==> src/rtl/pcsb_pkg.sv <==
// Functional notes
// - Slot 3/4 length codes 8..28 used directly; other codes give 20 bits.
// - Slot 5/6 length codes decoded the same way, default 20 bits.
// - Slot 3/4 check select bit: 0 means CRC, 1 means parity.
// - Slot 5/6 check select bit likewise; bits 15:12 reserved, read zero.
// - Expected idents for slots 1-3 held at bits 4:0, 9:5, 14:10.
// - Expected idents for slots 4-6 held at the same positions.
// - Each slot keeps a 12-bit earliest start in microseconds after sync edge.
// - A 12-bit end of last slot kept in microseconds after sync edge.
// - Bit 15 of window registers is odd parity, supplied by writer, checked here.
// - Writing 0x1111 to command register locks bank until device reset.
// - Init capture, simple monitoring or async mode force slot 1 frame settings.
// - Windows used only when monitor mode is 01 or 10.
package pcsb_pkg;
   // ****************************************
   // Register addresses
   // ****************************************
   localparam logic [5:0] PCSB_ADDR_CMD = 6'h1E;
   localparam logic [5:0] PCSB_ADDR_CFG34 = 6'h21;
   localparam logic [5:0] PCSB_ADDR_CFG56 = 6'h22;
   localparam logic [5:0] PCSB_ADDR_ID123 = 6'h23;
   localparam logic [5:0] PCSB_ADDR_ID456 = 6'h24;
   localparam logic [5:0] PCSB_ADDR_ES1 = 6'h25;
   localparam logic [5:0] PCSB_ADDR_ES6 = 6'h2A;
   localparam logic [5:0] PCSB_ADDR_END = 6'h2B;
   // ****************************************
   // Reset values and field masks
   // ****************************************
   localparam logic [15:0] PCSB_RST_CFG = 16'h0514;
   localparam logic [15:0] PCSB_RST_ID123 = 16'h4E51;
   localparam logic [15:0] PCSB_RST_ID456 = 16'h5AA8;
   localparam logic [15:0] PCSB_RST_ES1 = 16'h002C;
   localparam logic [15:0] PCSB_RST_ES2 = 16'h00B5;
   localparam logic [15:0] PCSB_RST_ES3 = 16'h8149;
   localparam logic [15:0] PCSB_RST_ES456 = 16'h8000;
   localparam logic [15:0] PCSB_RST_END = 16'h81EC;
   localparam logic [15:0] PCSB_MASK_CFG = 16'h0FFF;
   localparam logic [15:0] PCSB_MASK_ID = 16'h7FFF;
   localparam logic [15:0] PCSB_MASK_TSM = 16'h8FFF;
   localparam logic [15:0] PCSB_CMD_END_PROG = 16'h1111;
   // ****************************************
   // Field positions and codes
   // ****************************************
   localparam int PCSB_LEN_LO_POS = 0;
   localparam int PCSB_CHK_LO_POS = 5;
   localparam int PCSB_LEN_HI_POS = 6;
   localparam int PCSB_CHK_HI_POS = 11;
   localparam logic [4:0] PCSB_LEN_MIN = 5'h08;
   localparam logic [4:0] PCSB_LEN_MAX = 5'h1C;
   localparam logic [4:0] PCSB_LEN_DEF = 5'h14;
   localparam logic [1:0] PCSB_MON_STD = 2'h1;
   localparam logic [1:0] PCSB_MON_SIMPLE = 2'h2;
endpackage : pcsb_pkg

==> src/rtl/pcsb_slot_bank.sv <==
// ****************************************
// Channel two slot configuration bank
// ****************************************
module pcsb_slot_bank
   import pcsb_pkg::*;
(
   input wire logic mclk_i, // 200 MHz clock
   input wire logic rst_i, // Synchronous reset, high
   input wire logic [5:0] reg_addr_i, // Register address
   input wire logic [15:0] reg_wdata_i, // Write data
   input wire logic reg_we_i, // Write strobe
   input wire logic reg_re_i, // Read strobe
   output logic [15:0] reg_rdata_o, // Read data, one cycle later
   input wire logic [1:0] slot_monitor_mode_i, // Monitoring mode
   input wire logic init_data_capture_en_i, // Init data read enable
   input wire logic sync_mode_en_i, // 1 sync, 0 async
   input wire logic [4:0] slot1_data_len_i, // Slot 1 length code
   input wire logic slot1_check_sel_i, // Slot 1 check select
   input wire logic [4:0] slot2_data_len_i, // Slot 2 length code
   input wire logic slot2_check_sel_i, // Slot 2 check select
   input wire logic frame_valid_i, // Frame received pulse
   input wire logic [2:0] frame_slot_i, // Slot 1..6 of frame
   input wire logic [4:0] frame_ident_i, // Received ident
   input wire logic [11:0] frame_start_i, // Frame start in us
   output logic [29:0] eff_len_o, // Per slot data bits, slot 1 low
   output logic [5:0] eff_check_o, // Per slot 1 parity, 0 CRC
   output logic [29:0] exp_ident_o, // Per slot expected ident
   output logic [71:0] start_time_o, // Per slot earliest start
   output logic [11:0] end_time_o, // End of last slot
   output logic window_en_o, // Slot monitoring active
   output logic prog_phase_o, // 1 while bank writable
   output logic tsm_parity_err_o, // A window register fails parity
   output logic slot_timing_err_o, // Frame outside its window
   output logic ident_err_o // Frame ident mismatch
);
   // ****************************************
   // Register storage
   // ****************************************
   logic [15:0] cfg34_reg, cfg56_reg, id123_reg, id456_reg, end_reg;
   logic [15:0] es_reg [6];
   logic prog_reg;
   logic [15:0] rdata_reg;
   logic [29:0] len_reg;
   logic [5:0] chk_reg;
   logic parity_err_reg, tim_err_reg, id_err_reg, win_reg;
   logic [15:0] rdata_next;

   // Write decode; locked bank drops every configuration write
   wire logic wr_ok = reg_we_i && prog_reg;
   wire logic wr_cfg34 = wr_ok && (reg_addr_i == PCSB_ADDR_CFG34);
   wire logic wr_cfg56 = wr_ok && (reg_addr_i == PCSB_ADDR_CFG56);
   wire logic wr_id123 = wr_ok && (reg_addr_i == PCSB_ADDR_ID123);
   wire logic wr_id456 = wr_ok && (reg_addr_i == PCSB_ADDR_ID456);
   wire logic wr_end = wr_ok && (reg_addr_i == PCSB_ADDR_END);
   wire logic is_es = (reg_addr_i >= PCSB_ADDR_ES1) && (reg_addr_i <= PCSB_ADDR_ES6);
   wire logic [2:0] es_idx = 3'(reg_addr_i - PCSB_ADDR_ES1);
   wire logic end_prog_cmd = reg_we_i && (reg_addr_i == PCSB_ADDR_CMD)
                             && (reg_wdata_i == PCSB_CMD_END_PROG);

   // Configuration registers, reserved bits forced to zero
   always_ff @(posedge mclk_i) begin
      if (rst_i) begin
         cfg34_reg <= PCSB_RST_CFG;
         cfg56_reg <= PCSB_RST_CFG;
         id123_reg <= PCSB_RST_ID123;
         id456_reg <= PCSB_RST_ID456;
         end_reg <= PCSB_RST_END;
      end else begin
         if (wr_cfg34) cfg34_reg <= reg_wdata_i & PCSB_MASK_CFG;
         if (wr_cfg56) cfg56_reg <= reg_wdata_i & PCSB_MASK_CFG;
         if (wr_id123) id123_reg <= reg_wdata_i & PCSB_MASK_ID;
         if (wr_id456) id456_reg <= reg_wdata_i & PCSB_MASK_ID;
         if (wr_end) end_reg <= reg_wdata_i & PCSB_MASK_TSM;
      end
   end

   // Earliest start registers, parity bit stored as written
   always_ff @(posedge mclk_i) begin
      if (rst_i) begin
         es_reg[0] <= PCSB_RST_ES1;
         es_reg[1] <= PCSB_RST_ES2;
         es_reg[2] <= PCSB_RST_ES3;
         es_reg[3] <= PCSB_RST_ES456;
         es_reg[4] <= PCSB_RST_ES456;
         es_reg[5] <= PCSB_RST_ES456;
      end else if (wr_ok && is_es) begin
         es_reg[es_idx] <= reg_wdata_i & PCSB_MASK_TSM;
      end
   end

   // Lock latch; only reset reopens programming
   always_ff @(posedge mclk_i) begin
      if (rst_i) begin
         prog_reg <= 1'b1;
      end else if (end_prog_cmd) begin
         prog_reg <= 1'b0;
      end
   end

   // ****************************************
   // Read path
   // ****************************************
   // Unmapped and command addresses read zero
   always_comb begin
      rdata_next = 16'h0000;
      if (reg_addr_i == PCSB_ADDR_CFG34) rdata_next = cfg34_reg;
      else if (reg_addr_i == PCSB_ADDR_CFG56) rdata_next = cfg56_reg;
      else if (reg_addr_i == PCSB_ADDR_ID123) rdata_next = id123_reg;
      else if (reg_addr_i == PCSB_ADDR_ID456) rdata_next = id456_reg;
      else if (is_es) rdata_next = es_reg[es_idx];
      else if (reg_addr_i == PCSB_ADDR_END) rdata_next = end_reg;
   end

   always_ff @(posedge mclk_i) begin
      if (rst_i) rdata_reg <= 16'h0000;
      else if (reg_re_i) rdata_reg <= rdata_next;
   end

   // ****************************************
   // Effective slot settings
   // ****************************************
   // Slot 1 override; programmed values are kept but not applied
   wire logic force_s1 = init_data_capture_en_i || !sync_mode_en_i
                         || (slot_monitor_mode_i == PCSB_MON_SIMPLE);
   wire logic [29:0] raw_code = {cfg56_reg[10:6], cfg56_reg[4:0], cfg34_reg[10:6],
                                 cfg34_reg[4:0], slot2_data_len_i, slot1_data_len_i};
   wire logic [5:0] raw_chk = {cfg56_reg[PCSB_CHK_HI_POS], cfg56_reg[PCSB_CHK_LO_POS],
                               cfg34_reg[PCSB_CHK_HI_POS], cfg34_reg[PCSB_CHK_LO_POS],
                               slot2_check_sel_i, slot1_check_sel_i};
   wire logic [29:0] sel_code = force_s1 ? {6{slot1_data_len_i}} : raw_code;
   wire logic [5:0] sel_chk = force_s1 ? {6{slot1_check_sel_i}} : raw_chk;
   wire logic [29:0] dec_len;

   // One decoder per slot
   genvar g;
   generate
      for (g = 0; g < 6; g++) begin : g_dec
         pcsb_len_dec u_dec (
            .code_i(sel_code[g*5 +: 5]),
            .len_o(dec_len[g*5 +: 5])
         );
      end
   endgenerate

   always_ff @(posedge mclk_i) begin
      if (rst_i) begin
         len_reg <= {6{PCSB_LEN_DEF}};
         chk_reg <= 6'h00;
      end else begin
         len_reg <= dec_len;
         chk_reg <= sel_chk;
      end
   end

   // ****************************************
   // Monitoring and frame checks
   // ****************************************
   wire logic win_en = (slot_monitor_mode_i == PCSB_MON_STD)
                       || (slot_monitor_mode_i == PCSB_MON_SIMPLE);
   wire logic [29:0] idents = {id456_reg[14:10], id456_reg[9:5], id456_reg[4:0],
                               id123_reg[14:10], id123_reg[9:5], id123_reg[4:0]};
   wire logic [71:0] starts = {es_reg[5][11:0], es_reg[4][11:0], es_reg[3][11:0],
                               es_reg[2][11:0], es_reg[1][11:0], es_reg[0][11:0]};
   // Odd parity means an odd count of ones over all 16 bits
   wire logic parity_bad = !(^es_reg[0]) || !(^es_reg[1]) || !(^es_reg[2])
                        || !(^es_reg[3]) || !(^es_reg[4]) || !(^es_reg[5])
                        || !(^end_reg);
   wire logic slot_ok = (frame_slot_i != 3'h0) && (frame_slot_i <= 3'h6);
   wire logic [2:0] fidx = slot_ok ? 3'(frame_slot_i - 3'h1) : 3'h0;
   wire logic [11:0] f_es = es_reg[fidx][11:0];
   wire logic [4:0] f_id = idents[fidx*5 +: 5];
   // Late check uses the end of the last slot, not a per-slot end
   wire logic tim_bad = frame_valid_i && slot_ok && win_en
                        && ((frame_start_i < f_es) || (frame_start_i > end_reg[11:0]));
   wire logic id_bad = frame_valid_i && slot_ok && (frame_ident_i != f_id);

   // Window enable registered so every output leaves a flip-flop
   always_ff @(posedge mclk_i) begin
      if (rst_i) begin
         parity_err_reg <= 1'b0;
         tim_err_reg <= 1'b0;
         id_err_reg <= 1'b0;
         win_reg <= 1'b0;
      end else begin
         parity_err_reg <= parity_bad;
         tim_err_reg <= tim_bad;
         id_err_reg <= id_bad;
         win_reg <= win_en && sync_mode_en_i;
      end
   end

   // Outputs that are straight register copies
   assign reg_rdata_o = rdata_reg;
   assign eff_len_o = len_reg;
   assign eff_check_o = chk_reg;
   assign exp_ident_o = idents;
   assign start_time_o = starts;
   assign end_time_o = end_reg[11:0];
   assign window_en_o = win_reg;
   assign prog_phase_o = prog_reg;
   assign tsm_parity_err_o = parity_err_reg;
   assign slot_timing_err_o = tim_err_reg;
   assign ident_err_o = id_err_reg;
endmodule : pcsb_slot_bank

==> src/rtl/pcsb_len_dec.sv <==
// ****************************************
// Data length decoder for one slot
// ****************************************
module pcsb_len_dec
   import pcsb_pkg::*;
(
   input wire logic [4:0] code_i, // Programmed length code
   output logic [4:0] len_o // Data bits in the frame
);
   wire logic code_ok;
   // Out-of-range codes fall back so a bad write never yields a zero length
   assign code_ok = (code_i >= PCSB_LEN_MIN) && (code_i <= PCSB_LEN_MAX);
   assign len_o = code_ok ? code_i : PCSB_LEN_DEF;
endmodule : pcsb_len_dec

==> config.mk <==
export PLATFORM = sky130hd
export DESIGN_NAME = pcsb_slot_bank
export DESIGN_NICKNAME = d
export VERILOG_FILES = /design/src/rtl/pcsb_pkg.sv /design/src/rtl/pcsb_slot_bank.sv /design/src/rtl/pcsb_len_dec.sv
export SDC_FILE = /design/constraint.sdc
export NUM_CORES = 1
export LEC_CHECK = 0
export ABC_AREA = 1
export BUFFER_PORTS_ARGS = -buffer_cell sky130_fd_sc_hd__buf_2
export CORE_ASPECT_RATIO = 0.8
export CORE_UTILIZATION = 42
export DETAILED_ROUTE_END_ITERATION = 10
export HOLD_SLACK_MARGIN = 0.03
export PLACE_DENSITY = 0.65
export REMOVE_ABC_BUFFERS = 1
export SYNTH_ARGS = -nofsm -noshare
export SYNTH_HDL_FRONTEND = slang
export SYNTH_SLANG_ARGS = --single-unit
==> constraint.sdc <==
create_clock -name mclk_i -period 3.85 [get_ports mclk_i]
set_input_delay 0.77 -clock mclk_i [delete_from_list [all_inputs] [get_ports mclk_i]]
set_output_delay 0.77 -clock mclk_i [all_outputs]
set_load 0.01 [all_outputs]
Word-level counts from Yosys, hierarchy flattened
Memories as Yosys holds them, arrays and structs flattened.
Index checks and enable logic that the tools add are counted.
Widths: inputs -> output; s select.
{"block": "classes", "multipliers": 1, "n_lt_le_gt_ge": 17, "addsub": 2, "n_bitwise": 6, "n_eq_ne": 10, "n_shift": 1, "mux": 17, "n_reduce_logical": 55}
{"op": "$reduce_xor 16->1", "count": 7}
{"op": "$mux 16", "count": 6}
{"op": "$eq 6x6->1 const B", "count": 5}
{"op": "$ge 5x4->1 const B", "count": 6}
{"op": "$le 5x5->1 const B", "count": 6}
{"op": "$mux 30", "count": 1}
{"op": "$shiftx 30x7->5", "count": 1}
{"op": "$logic_and 1x1->1", "count": 22}
{"op": "$eq 16x13->1 const B", "count": 1}
{"op": "$mux 13", "count": 1}
{"op": "$reduce_or 13->1", "count": 1}
{"op": "$gt 12x12->1", "count": 1}
{"op": "$lt 12x12->1", "count": 1}
{"op": "$reduce_or 2->1", "count": 6}
{"op": "$logic_or 1x1->1", "count": 10}
{"op": "$logic_not 1->1", "count": 8}
{"op": "$eq 6x5->1 const B", "count": 1}
{"op": "$ge 6x6->1 const B", "count": 1}
{"op": "$le 6x6->1 const B", "count": 1}
{"op": "$mul 3x3->6 const B", "count": 1}
{"op": "$mux 1", "count": 6}
{"op": "$mux 3", "count": 2}
{"op": "$mux 6", "count": 1}
{"op": "$not 1->1", "count": 6}
{"op": "other kinds (7)", "count": 7}
{"block": "word_totals", "wordCells": 128, "n_memories": 1, "ramBits": 78, "inputBits": 63, "output_inout_bits": 171, "regBits": 124}
{"name": "es_reg", "depth": 6, "word_bits": 13, "rd": 8, "rd_ports_with_merged_regs": 0, "wr": 6, "line_no": "pcsb_slot_bank.sv:40", "source": "logic [15:0] es_reg [6];"}

Depth between registers and ports, before layout
An unclocked memory read counts as a cell.
{"block": "logic_depth", "depth_word": 9, "ltp_mapped": 20, "depth_no_buf": 18}

By module
Synthesis repeated with hierarchy kept, for this count alone.
{"block": "unflattened", "cells_unflattened": 1637, "hier_area_um2": 13022.5}
{"mod": "pcsb_slot_bank", "n_inst": 1, "cells_each": 1547, "seq_area_each_um2": 5605.4, "area_each_um2": 12647.1}
{"mod": "pcsb_len_dec", "n_inst": 6, "cells_each": 15, "seq_area_each_um2": 0.0, "area_each_um2": 62.6}

Worst setup path after synthesis
OpenSTA, ideal clock, no wires.
{"block": "synth_timing", "kind": "input-to-reg", "start": "input port reg_addr_i[0]", "end": "memory es_reg[4][0] (netlist bit) (enable)", "path_buffers": 4, "slack_ns": 0.049, "required_ns": 3.449, "arrival_ns": 3.400, "cell_stages": 10, "setup_ns": 0.401, "path_cell_list": "clkbuf_1 > inv_1 > buf_2 > ha_1 > clkbuf_1 > clkbuf_1 > a21oi_1 > nor2_1 > inv_2 > o21ai_0"}
{"item": "start, declared", "line_no": "pcsb_slot_bank.sv:9", "source": "input wire logic [5:0] reg_addr_i,"}
{"item": "end, declared", "line_no": "pcsb_slot_bank.sv:40"}

Worst setup path after layout
{"block": "layout_timing", "start": "input port frame_slot_i[0]", "end": "register tim_err_reg, in the netlist slot_timing_err_o"}
{"block": "layout_via", "elab_chain_len": 7, "word_cells_on_any_way": 11, "classes_between": "1 x add/sub; 2 x order compare; 1 x mux; 6 x reduce/logical; 1 x memory"}
{"item": "start, declared", "line_no": "pcsb_slot_bank.sv:22", "source": "input wire logic [2:0] frame_slot_i,"}
{"item": "$le 3x3->1 / $reduce_bool 3->1 (equally long branches)", "line_no": "pcsb_slot_bank.sv:168", "source": "wire logic slot_ok = (frame_slot_i != 3'h0) && (frame_slot_i <= 3'h6);"}
{"item": "$logic_and 1x1->1", "line_no": "pcsb_slot_bank.sv:168"}
{"item": "$mux 3", "line_no": "pcsb_slot_bank.sv:169", "source": "wire logic [2:0] fidx = slot_ok ? 3'(frame_slot_i - 3'h1) : 3'h0;"}
{"item": "$mem_v2 6x13"}
{"item": "$lt 12x12->1", "line_no": "pcsb_slot_bank.sv:174", "source": "&& ((frame_start_i < f_es) || (frame_start_i > end_reg[11:0]));"}
{"item": "$logic_or 1x1->1", "line_no": "pcsb_slot_bank.sv:174"}
{"item": "$logic_and 1x1->1 (*)", "line_no": "pcsb_slot_bank.sv:174"}
{"item": "end signal, assigned", "line_no": "pcsb_slot_bank.sv:186", "source": "tim_err_reg <= tim_bad;"}
{"item": "end, declared", "line_no": "pcsb_slot_bank.sv:45", "source": "logic parity_err_reg, tim_err_reg, id_err_reg, win_reg;"}
Every way passes the cells marked *; elsewhere a longest branch is shown, timed or not.
A chain may end at the register's enable or synchronous reset.

==> run summary <==
Clock Tree Buf Depth -> 3
main combinational cell family by area after synthesis -> compound AO/OA/AOI/OAI gates
length of routed wiring on met1 -> 20700 um
Max Slew Vio Count -> 0
Yosys top cell by area -> edfxtp_1
FF-to-FF path depth -> 8
synthesized cell area -> 13000 um2
CTS Hold Bufs -> 0
via/cell ratio -> 5.43
Post-Synth XOR/XNOR Area -> 5.76%
fraction of the mapped netlist area in adder cells -> 3.07%
met2 WL -> 18100 um
Post-synth EDFFs -> 104
Synth Area in Compound Gates -> 17.7%
multiplexer area fraction after synthesis -> 0%
Detailed Place HPWL -> 34500 um
power per cell area -> 420 nW/um2
clk_skew -> 13.8 ps
crit path DAT -> 3730 ps
CORE AREA -> 30500 um2
Final GP Congestion -> 0.969
VDD IR max -> 0.000318 V
Setup Crit Path Kind -> primary input to flip-flop
initial antenna violation count -> 2
Clock Latency Late Sink -> 540 ps
largest net degree at the start of global routing -> 91
post-CTS setup buffers -> 0
outcome -> completed
setup-violating endpoint count in the final report -> 0
Port Buffers -> 233
Ports -> 234
TritonCTS clock tree -> yes
library cells used by synthesis -> 44
prevailing post-synth register cell -> dfxtp_1
Cells after DPL -> 2161
vias in the first global route -> 11100
Final Power -> 6.26 mW
final hold slack -> 461 ps
Post-layout nets -> 1870
Seq/Total Area, Yosys -> 43.0%
layout cells sized above 1 -> 19.5%
final hold vios -> 0
simple-gate share of the synthesized area -> 17.5%
max frequency -> 306 MHz
#FFs+latches synth -> 228
GRT overflow -> 0
RSZ-0062 raised after global routing -> no
Final ANT Viol Nets -> 0
Reg clk slew, reported paths -> 60 ps
htree depth -> 1
die height -> 160 um
commonest cells in the netlist -> nand2_1 (283), inv_1 (175), o21ai_0 (162)
first-pass GRT wire length -> 67600 um
async set-reset flop share out of synthesis -> 0%
gr usage total -> 28.0%
met3 routed wirelength -> 4630 um
DR WL/cell -> 20.3 um
fin crit share -> 84.8%
Gate Count Post-Synth -> 1644
CP Launch Type -> primary input
Remaining DRCs -> 0
Die W -> 199 um
DIE AREA -> 31800 um2
CP max FO -> 33
actual slew at the worst max-slew pin -> 955 ps
row count -> 57
Sink Count -> 228
number of max-cap violations -> 0
Max Used Layer -> met4
HP Class -> primary input to flip-flop
cts repair resizes -> 0
Hold Path Stages -> 2
Area Growth Syn to Fin -> 14.2%
max_slew headroom -> 35.8%
count leader, synth -> nand2_1
Initial Util -> 42.8%
initial drt markers -> 1188
number of iterations in the first detailed-routing pass -> 6
Setup WS pre-CTS -> 172 ps
worst path required time -> 4310 ps
post-synth top area share -> 23.9%
max reg flops -> 104
root buffer cell -> clkbuf_16
synthesized area per cell -> 7.94 um2
Cell Count, Final, Fillers Out -> 2208
routed wire length -> 44900 um
CTS buffer count -> 25
Lkg Pwr -> 6.51 nW
Synth warnings -> 0
via count -> 12000
Crit. End Element -> flip-flop
setup ws final -> 584 ps
Tmin final -> 3270 ps
ranking of synthesized cells by area -> edfxtp_1 (24%), dfxtp_1 (19%), nand2_1 (8.1%)
==> cell usage in the layout, fill, tap and decap left out, drive strengths merged, types with 7 or more instances in the layout <==
cell,synthesis,routed
nand4,13,13
a21oi,138,138
nor3,7,7
nand3,60,60
o211ai,70,70
xor2,31,31
ha,32,32
xnor2,54,54
buf,109,271
nand2,286,286
inv,187,190
o21ai,163,163
o31ai,11,11
dfxtp,124,124
or2,15,15
edfxtp,104,104
nor2,149,149
clkbuf,58,32
o2111ai,7,7
o22ai,9,9
==> routing by layer <==
metal	track usage [%]	vias to the layer above
met3	5.34	79
met2	38.5	651
li1	-	5666
met1	43.6	5584
met5	0	-
met4	8.43	0
==> worst max-delay path, cell delays in order <==
cell	delay (ps)
buf_2	90
inv_2	50
ha_1	190
inv_1	50
nand3_1	220
nand3_4	330
buf_4	370
nand2_1	80
o21ai_0	90
nor2_1	60
o31ai_1	330
ha_1	330
a21oi_1	320
o221a_2	250
nand2_1	50
a21oi_1	110
==> worst paths after layout <==
check                                    startpoint           endpoint  slack (ps)
worst max-delay path                frame_slot_i[0]  slot_timing_err_o         580
worst min-delay path            slot1_data_len_i[2]       eff_len_o[2]         460
worst max register to register         prog_phase_o       es_reg[1][8]        1300
worst min register to register       reg_rdata_o[6]     reg_rdata_o[6]         460
==> layout make-up <==
| cell class | count | area, um2 |
|---|---|---|
| clock inverters | 13 | 198 |
| fillers | 2983 | 15500 |
| repair buffers | 271 | 1450 |
| diodes | 2 | 5.00 |
| multi-input cells | 1060 | 5750 |
| inverters | 189 | 709 |
| well taps | 413 | 517 |
| flip-flops and latches | 228 | 5610 |
| clock buffers | 32 | 664 |
==> stage by stage <==
stage	area [um2]	utilization, %	TNS [ps]
2_1_floorplan	12100	-	-3250
3_3_place_gp	14000	46.1	0
3_5_place_dp	14000	46.1	0
4_1_cts	14900	48.9	0
5_1_grt	14900	48.9	0
6_report	14900	48.9	0
==> cells by family after synthesis <==
| logic type | after synthesis |
|---|---|
| and+or+nand+nor | 537 |
| buffers and inverters | 356 |
| adders and majority gates | 32 |
| DFF | 228 |
| xor gates and xnor gates | 85 |
| AOI/OAI and AO/OA | 406 |
==> where the power goes <==
part	internal [mW]	switching [mW]	total [mW]	leakage [nW]
clock network	1.56	1.03	2.59	0.415
registers	2.60	0.0604	2.66	2.05
logic	0.347	0.667	1.01	4.05
Note: power is estimated with default switching activity, not from simulation.
